**config.mk**
```make
export PLATFORM = sky130hd
export DESIGN_NAME = adc_conversion_control
export DESIGN_NICKNAME = d
export VERILOG_FILES = /design/src/adc_ctrl_pkg.sv /design/src/result_if.sv /design/src/adc_conversion_control.sv /design/src/result_store.sv
export SDC_FILE = /design/constraint.sdc
export NUM_CORES = 1
export LEC_CHECK = 0
export BUFFER_PORTS_ARGS = -buffer_cell sky130_fd_sc_hd__buf_2
export CAP_MARGIN = 20
export CORE_AREA = 2 2 73 68
export CTS_BUF_LIST = sky130_fd_sc_hd__clkbuf_2 sky130_fd_sc_hd__clkbuf_4 sky130_fd_sc_hd__clkbuf_8
export DETAILED_ROUTE_END_ITERATION = 12
export DIE_AREA = 0 0 75 70
export GPL_ROUTABILITY_DRIVEN = 0
export GPL_TIMING_DRIVEN = 0
export HOLD_SLACK_MARGIN = 0.05
export PLACE_DENSITY = 0.91
export SETUP_SLACK_MARGIN = 0.1
export SYNTH_ARGS = -nofsm -noshare
export SYNTH_HDL_FRONTEND = slang
export SYNTH_SLANG_ARGS = --single-unit
```
**constraint.sdc**
```tcl
create_clock -name clock -period 5.7 [get_ports clock]
set_clock_uncertainty 0.2 [all_clocks]
set_input_delay 0.57 -clock clock [delete_from_list [all_inputs] [get_ports clock]]
set_output_delay 0.57 -clock clock [all_outputs]
set_load 0.03 [all_outputs]
```
**src/adc_ctrl_pkg.sv**
```systemverilog
package adc_ctrl_pkg;
    // ----------------------------------------------------------------
    // widths and timing
    // ----------------------------------------------------------------
    localparam int RESULT_W = 14;
    localparam int CLK_MHZ = 50;
    localparam int CONV_TIME_NS = 700;
    localparam int CONV_CYCLES = (CONV_TIME_NS * CLK_MHZ + 999) / 1000;
    localparam int CNT_W = 16;
    // configuration word bit positions
    localparam int CFG_PD_BIT = 0;
    localparam int CFG_PDSEL_BIT = 1;
    localparam int CFG_W = 8;
    localparam logic [7:0] CFG_RESET = 8'h00;
    localparam logic [13:0] DATA_RESET = 14'h0000;
    // ----------------------------------------------------------------
    // sequencer states
    // ----------------------------------------------------------------
    typedef enum logic [1:0] {
        ST_IDLE = 2'b00,
        ST_CONV = 2'b01,
        ST_DOWN = 2'b10,
        ST_HELD = 2'b11
    } conv_state_e;
endpackage

```
**src/result_if.sv**
```systemverilog
`timescale 1ns/1ps
`default_nettype none
// result transfer between sequencer and output register
interface result_if;
    logic load;
    logic [13:0] sample;
    logic clear;
    logic [13:0] data;
    modport seq (output load, output sample, output clear, input data);
    modport store (input load, input sample, input clear, output data);
endinterface
`default_nettype wire

```
**src/adc_conversion_control.sv**
```systemverilog
// Behaviour
// (RQ1) both power-down pins low: bandgap, buffer and temperature sensor enabled
// (RQ2) ref power-down high, buffer low: reference off, buffer on
// (RQ3) both power-down pins high: reference and buffer off
// (RQ4) power-scaling mode drops to low power after each conversion
// (RQ5) digital interface stays active during acquisition and low power
// (RQ6) power-down pin waits for conversion end; bus stays active
// (RQ7) configuration power-down select overrides the power-down pin
// (RQ8) falling start edge begins a conversion, nothing else needed
// (RQ9) start edges and power-down ignored while converting
// (RQ10) start acts regardless of chip select and read strobe
// (RQ11) serial port shares pins with the parallel bus via select
// (RQ12) coding select picks twos complement or straight binary
// (RQ13) chip select or read high tristates interface outputs
// (RQ14) host uses chip select per device and read to enable data
// (RQ15) reset rising edge aborts conversion and tristates bus
// (RQ16) reset falling edge clears data bus and configuration
// (RQ17) select low picks parallel, high picks serial
// (RQ18) busy returning low marks result available
// (RQ19) busy high from start until latch; result updated only then
`timescale 1ns/1ps
`default_nettype none
module adc_conversion_control #(
    parameter int CONV_LEN = adc_ctrl_pkg::CONV_CYCLES
) (
    // clocking
    input wire logic clock,
    input wire logic rstn,
    input wire logic clk_en,
    // power and reference pins
    input wire logic ref_powerdown,
    input wire logic refbuf_powerdown,
    input wire logic powerdown_pin,
    input wire logic power_scaling_mode,
    // configuration port word
    input wire logic cfg_write,
    input wire logic [adc_ctrl_pkg::CFG_W-1:0] cfg_data,
    // conversion and read
    input wire logic conv_start_n,
    input wire logic cs_n,
    input wire logic rd_n,
    input wire logic device_reset,
    input wire logic coding_select,
    input wire logic serial_parallel_select,
    input wire logic [adc_ctrl_pkg::RESULT_W-1:0] sar_result,
    // analogue enables
    output logic bandgap_en,
    output logic refbuf_en,
    output logic temp_en,
    output logic core_full_power,
    output logic powered_down,
    // status and bus
    output logic busy,
    output logic [adc_ctrl_pkg::RESULT_W-1:0] data_out,
    output logic data_oe,
    output logic serial_mode
);
    import adc_ctrl_pkg::*;

    conv_state_e state_reg;
    logic start_d_reg;
    logic reset_d_reg;
    logic [CNT_W-1:0] cnt_reg;
    logic [CFG_W-1:0] cfg_reg;
    logic start_fall;
    logic reset_rise;
    logic reset_fall;
    logic pd_request;
    logic [RESULT_W-1:0] coded;
    result_if rif ();

    // ----------------------------------------------------------------
    // edge detection (pins are synchronous to clock)
    // ----------------------------------------------------------------
    always_ff @(posedge clock) begin
        if (!rstn) begin
            start_d_reg <= 1'b1;
            reset_d_reg <= 1'b0;
        end else if (clk_en) begin
            start_d_reg <= conv_start_n;
            reset_d_reg <= device_reset;
        end
    end
    // start edge not qualified by cs_n or rd_n
    assign start_fall = start_d_reg & ~conv_start_n; // RQ8 RQ10
    assign reset_rise = ~reset_d_reg & device_reset;
    assign reset_fall = reset_d_reg & ~device_reset;
    // register bit selects the source of power-down
    assign pd_request = cfg_reg[CFG_PDSEL_BIT] ? cfg_reg[CFG_PD_BIT] : powerdown_pin; // RQ7

    // ----------------------------------------------------------------
    // configuration register
    // ----------------------------------------------------------------
    always_ff @(posedge clock) begin
        if (!rstn) begin
            cfg_reg <= CFG_RESET;
        end else if (clk_en) begin
            if (reset_fall) begin
                cfg_reg <= CFG_RESET; // RQ16
            end else if (cfg_write && !device_reset) begin
                cfg_reg <= cfg_data;
            end
        end
    end

    // ----------------------------------------------------------------
    // conversion sequencer
    // ----------------------------------------------------------------
    always_ff @(posedge clock) begin
        if (!rstn) begin
            state_reg <= ST_IDLE;
            cnt_reg <= '0;
        end else if (clk_en) begin
            case (state_reg)
                ST_IDLE: begin
                    if (device_reset) begin
                        state_reg <= ST_HELD;
                    end else if (start_fall && !pd_request) begin
                        state_reg <= ST_CONV; // RQ8
                        cnt_reg <= CNT_W'(CONV_LEN - 1);
                    end else if (pd_request) begin
                        state_reg <= ST_DOWN; // RQ6
                    end
                end
                ST_CONV: begin
                    // further starts are not looked at here; power-down is looked at only on the last count
                    if (reset_rise) begin
                        state_reg <= ST_HELD; // RQ15
                    end else if (cnt_reg == '0) begin
                        state_reg <= pd_request ? ST_DOWN : ST_IDLE; // RQ9 RQ6
                    end else begin
                        cnt_reg <= cnt_reg - 1'b1;
                    end
                end
                ST_DOWN: begin
                    if (device_reset) begin
                        state_reg <= ST_HELD;
                    end else if (!pd_request) begin
                        state_reg <= ST_IDLE;
                    end
                end
                ST_HELD: begin
                    if (!device_reset) begin
                        state_reg <= ST_IDLE;
                    end
                end
                default: begin
                    state_reg <= ST_IDLE;
                end
            endcase
        end
    end

    // ----------------------------------------------------------------
    // result path
    // ----------------------------------------------------------------
    // twos complement is the offset-binary word with the msb inverted
    assign coded = coding_select ? sar_result
                                 : {~sar_result[RESULT_W-1], sar_result[RESULT_W-2:0]}; // RQ12
    assign rif.sample = coded;
    assign rif.load = clk_en && state_reg == ST_CONV && cnt_reg == '0 && !reset_rise; // RQ19
    assign rif.clear = reset_fall; // RQ16

    result_store u_store (
        .clock(clock),
        .rstn(rstn),
        .clk_en(clk_en),
        .rif(rif)
    );

    // ----------------------------------------------------------------
    // registered outputs
    // ----------------------------------------------------------------
    always_ff @(posedge clock) begin
        if (!rstn) begin
            bandgap_en <= 1'b0;
            refbuf_en <= 1'b0;
            temp_en <= 1'b0;
            core_full_power <= 1'b0;
            powered_down <= 1'b0;
        end else if (clk_en) begin
            bandgap_en <= ~ref_powerdown; // RQ1 RQ2 RQ3
            refbuf_en <= ~refbuf_powerdown; // RQ2 RQ3
            temp_en <= ~ref_powerdown & ~refbuf_powerdown; // RQ1
            // acquisition runs low power in scaling mode; logic unaffected
            core_full_power <= (state_reg == ST_CONV) || !power_scaling_mode; // RQ4 RQ5
            powered_down <= (state_reg == ST_DOWN);
        end
    end

    // bus control is independent of power state so it stays live
    always_ff @(posedge clock) begin
        if (!rstn) begin
            busy <= 1'b0;
            data_oe <= 1'b0;
            serial_mode <= 1'b0;
            data_out <= DATA_RESET;
        end else if (clk_en) begin
            busy <= (state_reg == ST_CONV) && !(cnt_reg == '0) && !reset_rise; // RQ19 RQ18
            data_oe <= !cs_n && !rd_n && !device_reset; // RQ13 RQ15 RQ5 RQ6
            serial_mode <= serial_parallel_select; // RQ11 RQ17
            data_out <= rif.data;
        end
    end

    // ----------------------------------------------------------------
    // checks
    // ----------------------------------------------------------------
    property p_busy_start;
        @(posedge clock) disable iff (!rstn)
        (clk_en && state_reg == ST_IDLE && start_fall && !pd_request && !device_reset)
            ##1 clk_en |=> busy;
    endproperty
    a_busy_start: assert property (p_busy_start) else $error("busy not raised"); // RQ19

    property p_oe_gate;
        @(posedge clock) disable iff (!rstn)
        (clk_en && (cs_n || rd_n)) |=> !data_oe;
    endproperty
    a_oe_gate: assert property (p_oe_gate) else $error("bus driven while deselected"); // RQ13

    property p_no_restart;
        @(posedge clock) disable iff (!rstn)
        (clk_en && state_reg == ST_CONV && cnt_reg != '0 && !reset_rise)
            |=> state_reg == ST_CONV && cnt_reg == $past(cnt_reg) - 1'b1;
    endproperty
    a_no_restart: assert property (p_no_restart) else $error("conversion disturbed"); // RQ9

    property p_reset_abort;
        @(posedge clock) disable iff (!rstn)
        (clk_en && reset_rise) |=> state_reg == ST_HELD;
    endproperty
    a_reset_abort: assert property (p_reset_abort) else $error("reset did not abort"); // RQ15

    property p_cfg_clear;
        @(posedge clock) disable iff (!rstn)
        (clk_en && reset_fall) |=> cfg_reg == CFG_RESET && rif.data == DATA_RESET;
    endproperty
    a_cfg_clear: assert property (p_cfg_clear) else $error("reset did not clear"); // RQ16

    property p_temp;
        @(posedge clock) disable iff (!rstn)
        clk_en |=> temp_en == (!$past(ref_powerdown) && !$past(refbuf_powerdown));
    endproperty
    a_temp: assert property (p_temp) else $error("sensor enable wrong"); // RQ1

    property p_bufmode;
        @(posedge clock) disable iff (!rstn)
        (clk_en && ref_powerdown && !refbuf_powerdown) |=> !bandgap_en && refbuf_en;
    endproperty
    a_bufmode: assert property (p_bufmode) else $error("buffer mode wrong"); // RQ2

    property p_extref;
        @(posedge clock) disable iff (!rstn)
        (clk_en && ref_powerdown && refbuf_powerdown) |=> !bandgap_en && !refbuf_en;
    endproperty
    a_extref: assert property (p_extref) else $error("external mode wrong"); // RQ3

    // power-down only at the end of a conversion, never in the middle of one
    property p_pd_wait;
        @(posedge clock) disable iff (!rstn)
        (clk_en && state_reg == ST_CONV && !reset_rise)
            |=> (state_reg == ST_DOWN) == ($past(cnt_reg) == '0 && $past(pd_request));
    endproperty
    a_pd_wait: assert property (p_pd_wait) else $error("powered down mid conversion"); // RQ6

    // with the register in charge, the pin level must not decide the state
    property p_pdsel;
        @(posedge clock) disable iff (!rstn)
        (clk_en && state_reg == ST_IDLE && !device_reset && cfg_reg[CFG_PDSEL_BIT])
            |=> (state_reg == ST_DOWN) == $past(cfg_reg[CFG_PD_BIT]);
    endproperty
    a_pdsel: assert property (p_pdsel) else $error("pin not ignored"); // RQ7
endmodule
`default_nettype wire

```
**src/result_store.sv**
```systemverilog
`timescale 1ns/1ps
`default_nettype none
// ----------------------------------------------------------------
// output result register
// ----------------------------------------------------------------
module result_store (
    // clocking
    input wire logic clock,
    input wire logic rstn,
    input wire logic clk_en,
    // transfer
    result_if.store rif
);
    import adc_ctrl_pkg::*;
    // holds its value between conversions; cleared on reset completion
    always_ff @(posedge clock) begin
        if (!rstn) begin
            rif.data <= DATA_RESET;
        end else if (clk_en) begin
            if (rif.clear) begin
                rif.data <= DATA_RESET;
            end else if (rif.load) begin
                rif.data <= rif.sample;
            end
        end
    end
endmodule
`default_nettype wire

```
### Word-level counts from Yosys, hierarchy flattened

Index checks and enable logic that the tools add are counted.

* output and inout bits: 22
* bits in registers: 58
* input bits: 36
* logic and storage cells: 84

* bitwise gates (word level): 10
* mux-type cells: 21
* add/sub/neg operators: 1
* equal/unequal tests: 11
* reduce and logical (&&, ||, !) cells: 26

Operator list (number)
* 2-to-1 mux 16 bit: 4
* 2-to-1 mux 14 bit: 3
* one-hot mux 16 bit (2 select lines): 1
* 2-to-1 mux 2 bit: 11
* logical NOT 16 bit: 1
* subtractor 16 x 1 -> 16 bit (second input constant): 1
* != test 2 bit (second input constant): 5
* logical AND 1 bit: 9
* one-hot mux 2 bit (4 select lines): 1
* logical NOT 1 bit: 7
* != test 3 bit (second input constant): 2
* inverter 1 bit: 6
* AND reduction 6 bit: 1
* nonzero test 2 bit: 3
* AND reduction 5 bit: 1
* bitwise AND 1 bit: 4
* equality test 2 bit (second input constant): 2
* != test 4 bit (second input constant): 1
* AND reduction 2 bit: 2
* equality test 2 x 1 -> 1 bit (second input constant): 1
* logical NOT 2 bit: 1
* logical OR 1 bit: 1
* 2-to-1 mux 1 bit: 1

### Logic depth before layout (Yosys ltp)

* word-level depth: 6
* gate-level depth with buffers: 8

### By module

From an unflattened synthesis, not the netlist that was laid out.

* cells, all modules: 294
* area total of the unflattened synthesis: 2685.1 um^2

Modules (own cells, without submodules)
* adc_conversion_control: sequential area each 880.8 um^2, times used 1, cells an instance 231, area an instance 2134.5 um^2
* result_store: sequential area each 280.3 um^2, times used 1, cells an instance 63, area an instance 550.5 um^2

### Worst setup path after synthesis

No wires, ideal clock.

* path kind: input port to flip-flop
* start point: in clk_en
* end point: reg cnt_reg[10]
* path slack: 3.522 ns
* stages on the path: 8
* arrival time: 1.907 ns
* buffers on the path: 3
* path through: buf_2 -> nor2b_1 -> and3_1 -> clkbuf_1 -> a21boi_2 -> buf_6 -> or3_1 -> a21oi_1

* word-level cells in the longest chain between the ends: 1

RTL lines
* start, declared: RTL line adc_conversion_control.sv:29 `input wire logic clk_en,`
* AND reduction 6 bit (no source line)
* end signal, assigned: RTL line adc_conversion_control.sv:120 `cnt_reg <= CNT_W'(CONV_LEN - 1);`
* end signal, assigned: RTL line adc_conversion_control.sv:132 `cnt_reg <= cnt_reg - 1'b1;`
* end, declared: RTL line adc_conversion_control.sv:63 `logic [CNT_W-1:0] cnt_reg;`

Every way passes these cells.
A chain may end at the register's enable or synchronous reset.

### Final worst setup path

* start point: reg cnt_reg[0]
* end point: reg cnt_reg[15]

* word-level cells in the longest chain between the ends: 4
* elaborated cells between the ends (all ways): 7
* classes of those cells: add/sub: 1; eq/ne: 1; mux: 3; reduce/logical: 2

RTL lines
* subtractor 16 x 1 -> 16 bit: RTL line adc_conversion_control.sv:132
* 2-to-1 mux 16 bit: RTL line adc_conversion_control.sv:129 `end else if (cnt_reg == '0) begin`
* 2-to-1 mux 16 bit: RTL line adc_conversion_control.sv:127 `if (reset_rise) begin`
* one-hot mux 16 bit (2 select lines): RTL line adc_conversion_control.sv:114 `case (state_reg)`

Several ways; a longest one is shown, not always the timed one. The select of a mux whose other input is x is not followed.

==> qor.txt <==
clock insertion delay at the later pin of the skew report: 0.33 ns
area leader, netlist: dfxtp_1
status: complete, no violations
Worst setup endpoint: cnt_reg[15]
post-CTS setup buffers: 0
CP arrival: 2.48 ns
Avg Inst Size Synth: 9.04 um2
max-slew violations: 0
Yosys reg bits: 58
RR Endpoint: cnt_reg[15]
yosys warns: 0
grt total ovfl: 0
IO Pins: 58
CTS max path bufs: 2
CTS tree: yes
Max Cap Viol: 0
fin util: 0.677
power density cells: 317 mW/mm2
antenna diode count: 0
vias: 2303
layer carrying the most global-route usage: met2
initial antenna violation count: 0
vias in the first global route: 2301
clk sink count: 58
CTS resizes: 0
FF-to-FF path depth: 8
hold violation total from the final report: 0
full die area: 0.00525 mm2
Root Buffer: clkbuf_8
routed len/inst: 14.5 um
final setup fails: 0
Mapped Cells: 285
Setup crit start: cnt_reg[0]
Worst-Margin Slew: 0.778 ns
RSZ-0062 raised after global routing: false
largest net degree at the start of global routing: 11
Worst Setup Slack, final: 3.29 ns
final WL: 6000 um
Mapped Area: 0.00258 mm2
Port Buf Inserts: 49
Initial DRC Count: 220
met2 Track Usage GR: 0.399
core area: 0.00459 mm2
cts bufs inserted: 9
global-route wire length before repair: 10100 um
fin crit period: 2.41 ns
Max-slew headroom: 0.481
Core Rows: 24
Tcrit/Tclk final: 0.423
dominant synthesized flop cell: dfxtp_1
met3 Track Usage GR: 0.0808
CP Launch Type: flop
syn nets: 322
die height: 70 um
fraction of registers with async set/reset: 0
Peak VDD IR: 174 uV
M1 GR Usage: 0.298
WP data required: 5.76 ns
Reg clk slew, reported paths: 0.07 ns
post-layout net count: 382
Total GRT Usage: 0.250
R2R setup slack: 3.29 ns
Yosys top cell area share: 0.450
Post-Route Setup TNS: 0 ns
fmax: 414 MHz
die width: 75 um
Placement Setup Slack: 3.26 ns
leakage: 1.42 nW
Area contributors post-synth: dfxtp_1 45%, mux2i_1 13%, nand2_1 5.5%
Seq/Total Area, Yosys: 0.450
count of cell types in the netlist: 47
Hold WC Path Type: input pin to flop
Final HPWL DP: 4070 um
FF-to-FF Start: cnt_reg[0]
Initial Util: 0.561
Crit. End Element: flop
Avg Vias per Cell: 5.56
post-route ant nets: 0
H-tree depth: 3
Crit Path Class: flop to flop
share of cells above drive strength 1: 0.238
total chip power: 987 uW
# hold bufs at CTS: 0
max FFs per register: 16
EDFF count, synth: 0
DRC errors left: 0
area delta synth->final: 20.7%
DRT Pass-1 Iters: 4
Max FO, Critical Path: 10
routing by layer:
layer  wire length (um)  vias up
met5                  0        -
met4                138        0
met3                386       18
met2               2900       84
met1               2580     1081
li1                   -     1120
where the power goes:
part | switching (mW) | internal [mW] | total, mW
sequential | 0.0150 | 0.422 | 0.437
clock | 0.160 | 0.240 | 0.400
combinational | 0.0917 | 0.0589 | 0.151
Yosys cell counts, types with 2 or more instances:
cell type	n
nor4_2	2
buf_1	2
buf_6	2
nand2b_1	3
inv_1	5
mux2i_1	33
nor3_1	3
nor3b_1	2
nand4_1	2
o21ai_0	11
nand3b_1	3
a31oi_1	4
o21ai_1	2
nand2_1	38
or3_1	9
nor4b_2	2
buf_2	3
a21oi_1	17
xor2_1	3
nor2b_1	4
nand3_1	11
dfxtp_1	58
a211oi_1	3
clkbuf_1	9
nor2_1	32
cell type report:
class / count / area [um2]
fillers: 350 / 1480
multi-input cells: 206 / 1320
flip-flops and latches: 58 / 1160
repair buffers: 49 / 245
clock buffers: 13 / 173
well taps: 65 / 81.3
plain buffers: 16 / 78.8
clock inverters: 2 / 35.0
inverters: 5 / 18.8
critical path, stage by stage, from the launching register on:
cell      delay (ns)
dfxtp_1         0.35
inv_1           0.07
ha_1            0.22
nor4b_4         0.30
nand4_2         0.33
a21boi_2        0.33
buf_2           0.27
o21ai_0         0.12
a21oi_1         0.14
logic make-up after synthesis:
| logic type | share of synthesized area |
|---|---|
| AOI/OAI and AO/OA | 0.101 |
| buffers and inverters | 0.0379 |
| xor gates and xnor gates | 0.0136 |
| DFF | 0.450 |
| and+or+nand+nor | 0.254 |
| muxes | 0.138 |
| adders and majority gates | 0.00485 |
metrics by stage:
step                hold slack [ns]  cells  cell area [um2]
floorplan                     0.233    285             2580
CTS                           0.226    414             3110
detailed placement            0.254    399             2900
finish                        0.228    414             3110
global placement              0.244    399             2900
global route                  0.232    414             3110
cells in the final DEF (no fill, tap or decap), drive strengths merged, types with 2 or more instances in the layout:
cell type,instances
nor4b,3
nand2,38
or4,2
mux2i,34
o21ai,14
a21oi,17
nor2,32
xor2,3
dfxtp,58
nand3b,3
clkbuf,22
nor4,2
inv,5
nor3,4
nor2b,4
nor3b,3
a211oi,3
nand4,3
or3,9
buf,56
a31oi,4
nand3,11
nand2b,3
worst min path at each step:
stage                              start              endpoint  cells past startpoint
floorplan                    start_d_reg           start_d_reg                      2
global placement     u_store.rif.data[0]   u_store.rif.data[0]                      2
detailed placement  u_store.rif.data[11]  u_store.rif.data[11]                      2
CTS                     refbuf_powerdown             refbuf_en                      2
global route            refbuf_powerdown             refbuf_en                      2
finish                  refbuf_powerdown             refbuf_en                      2
Power figures use the tool's default switching activity.
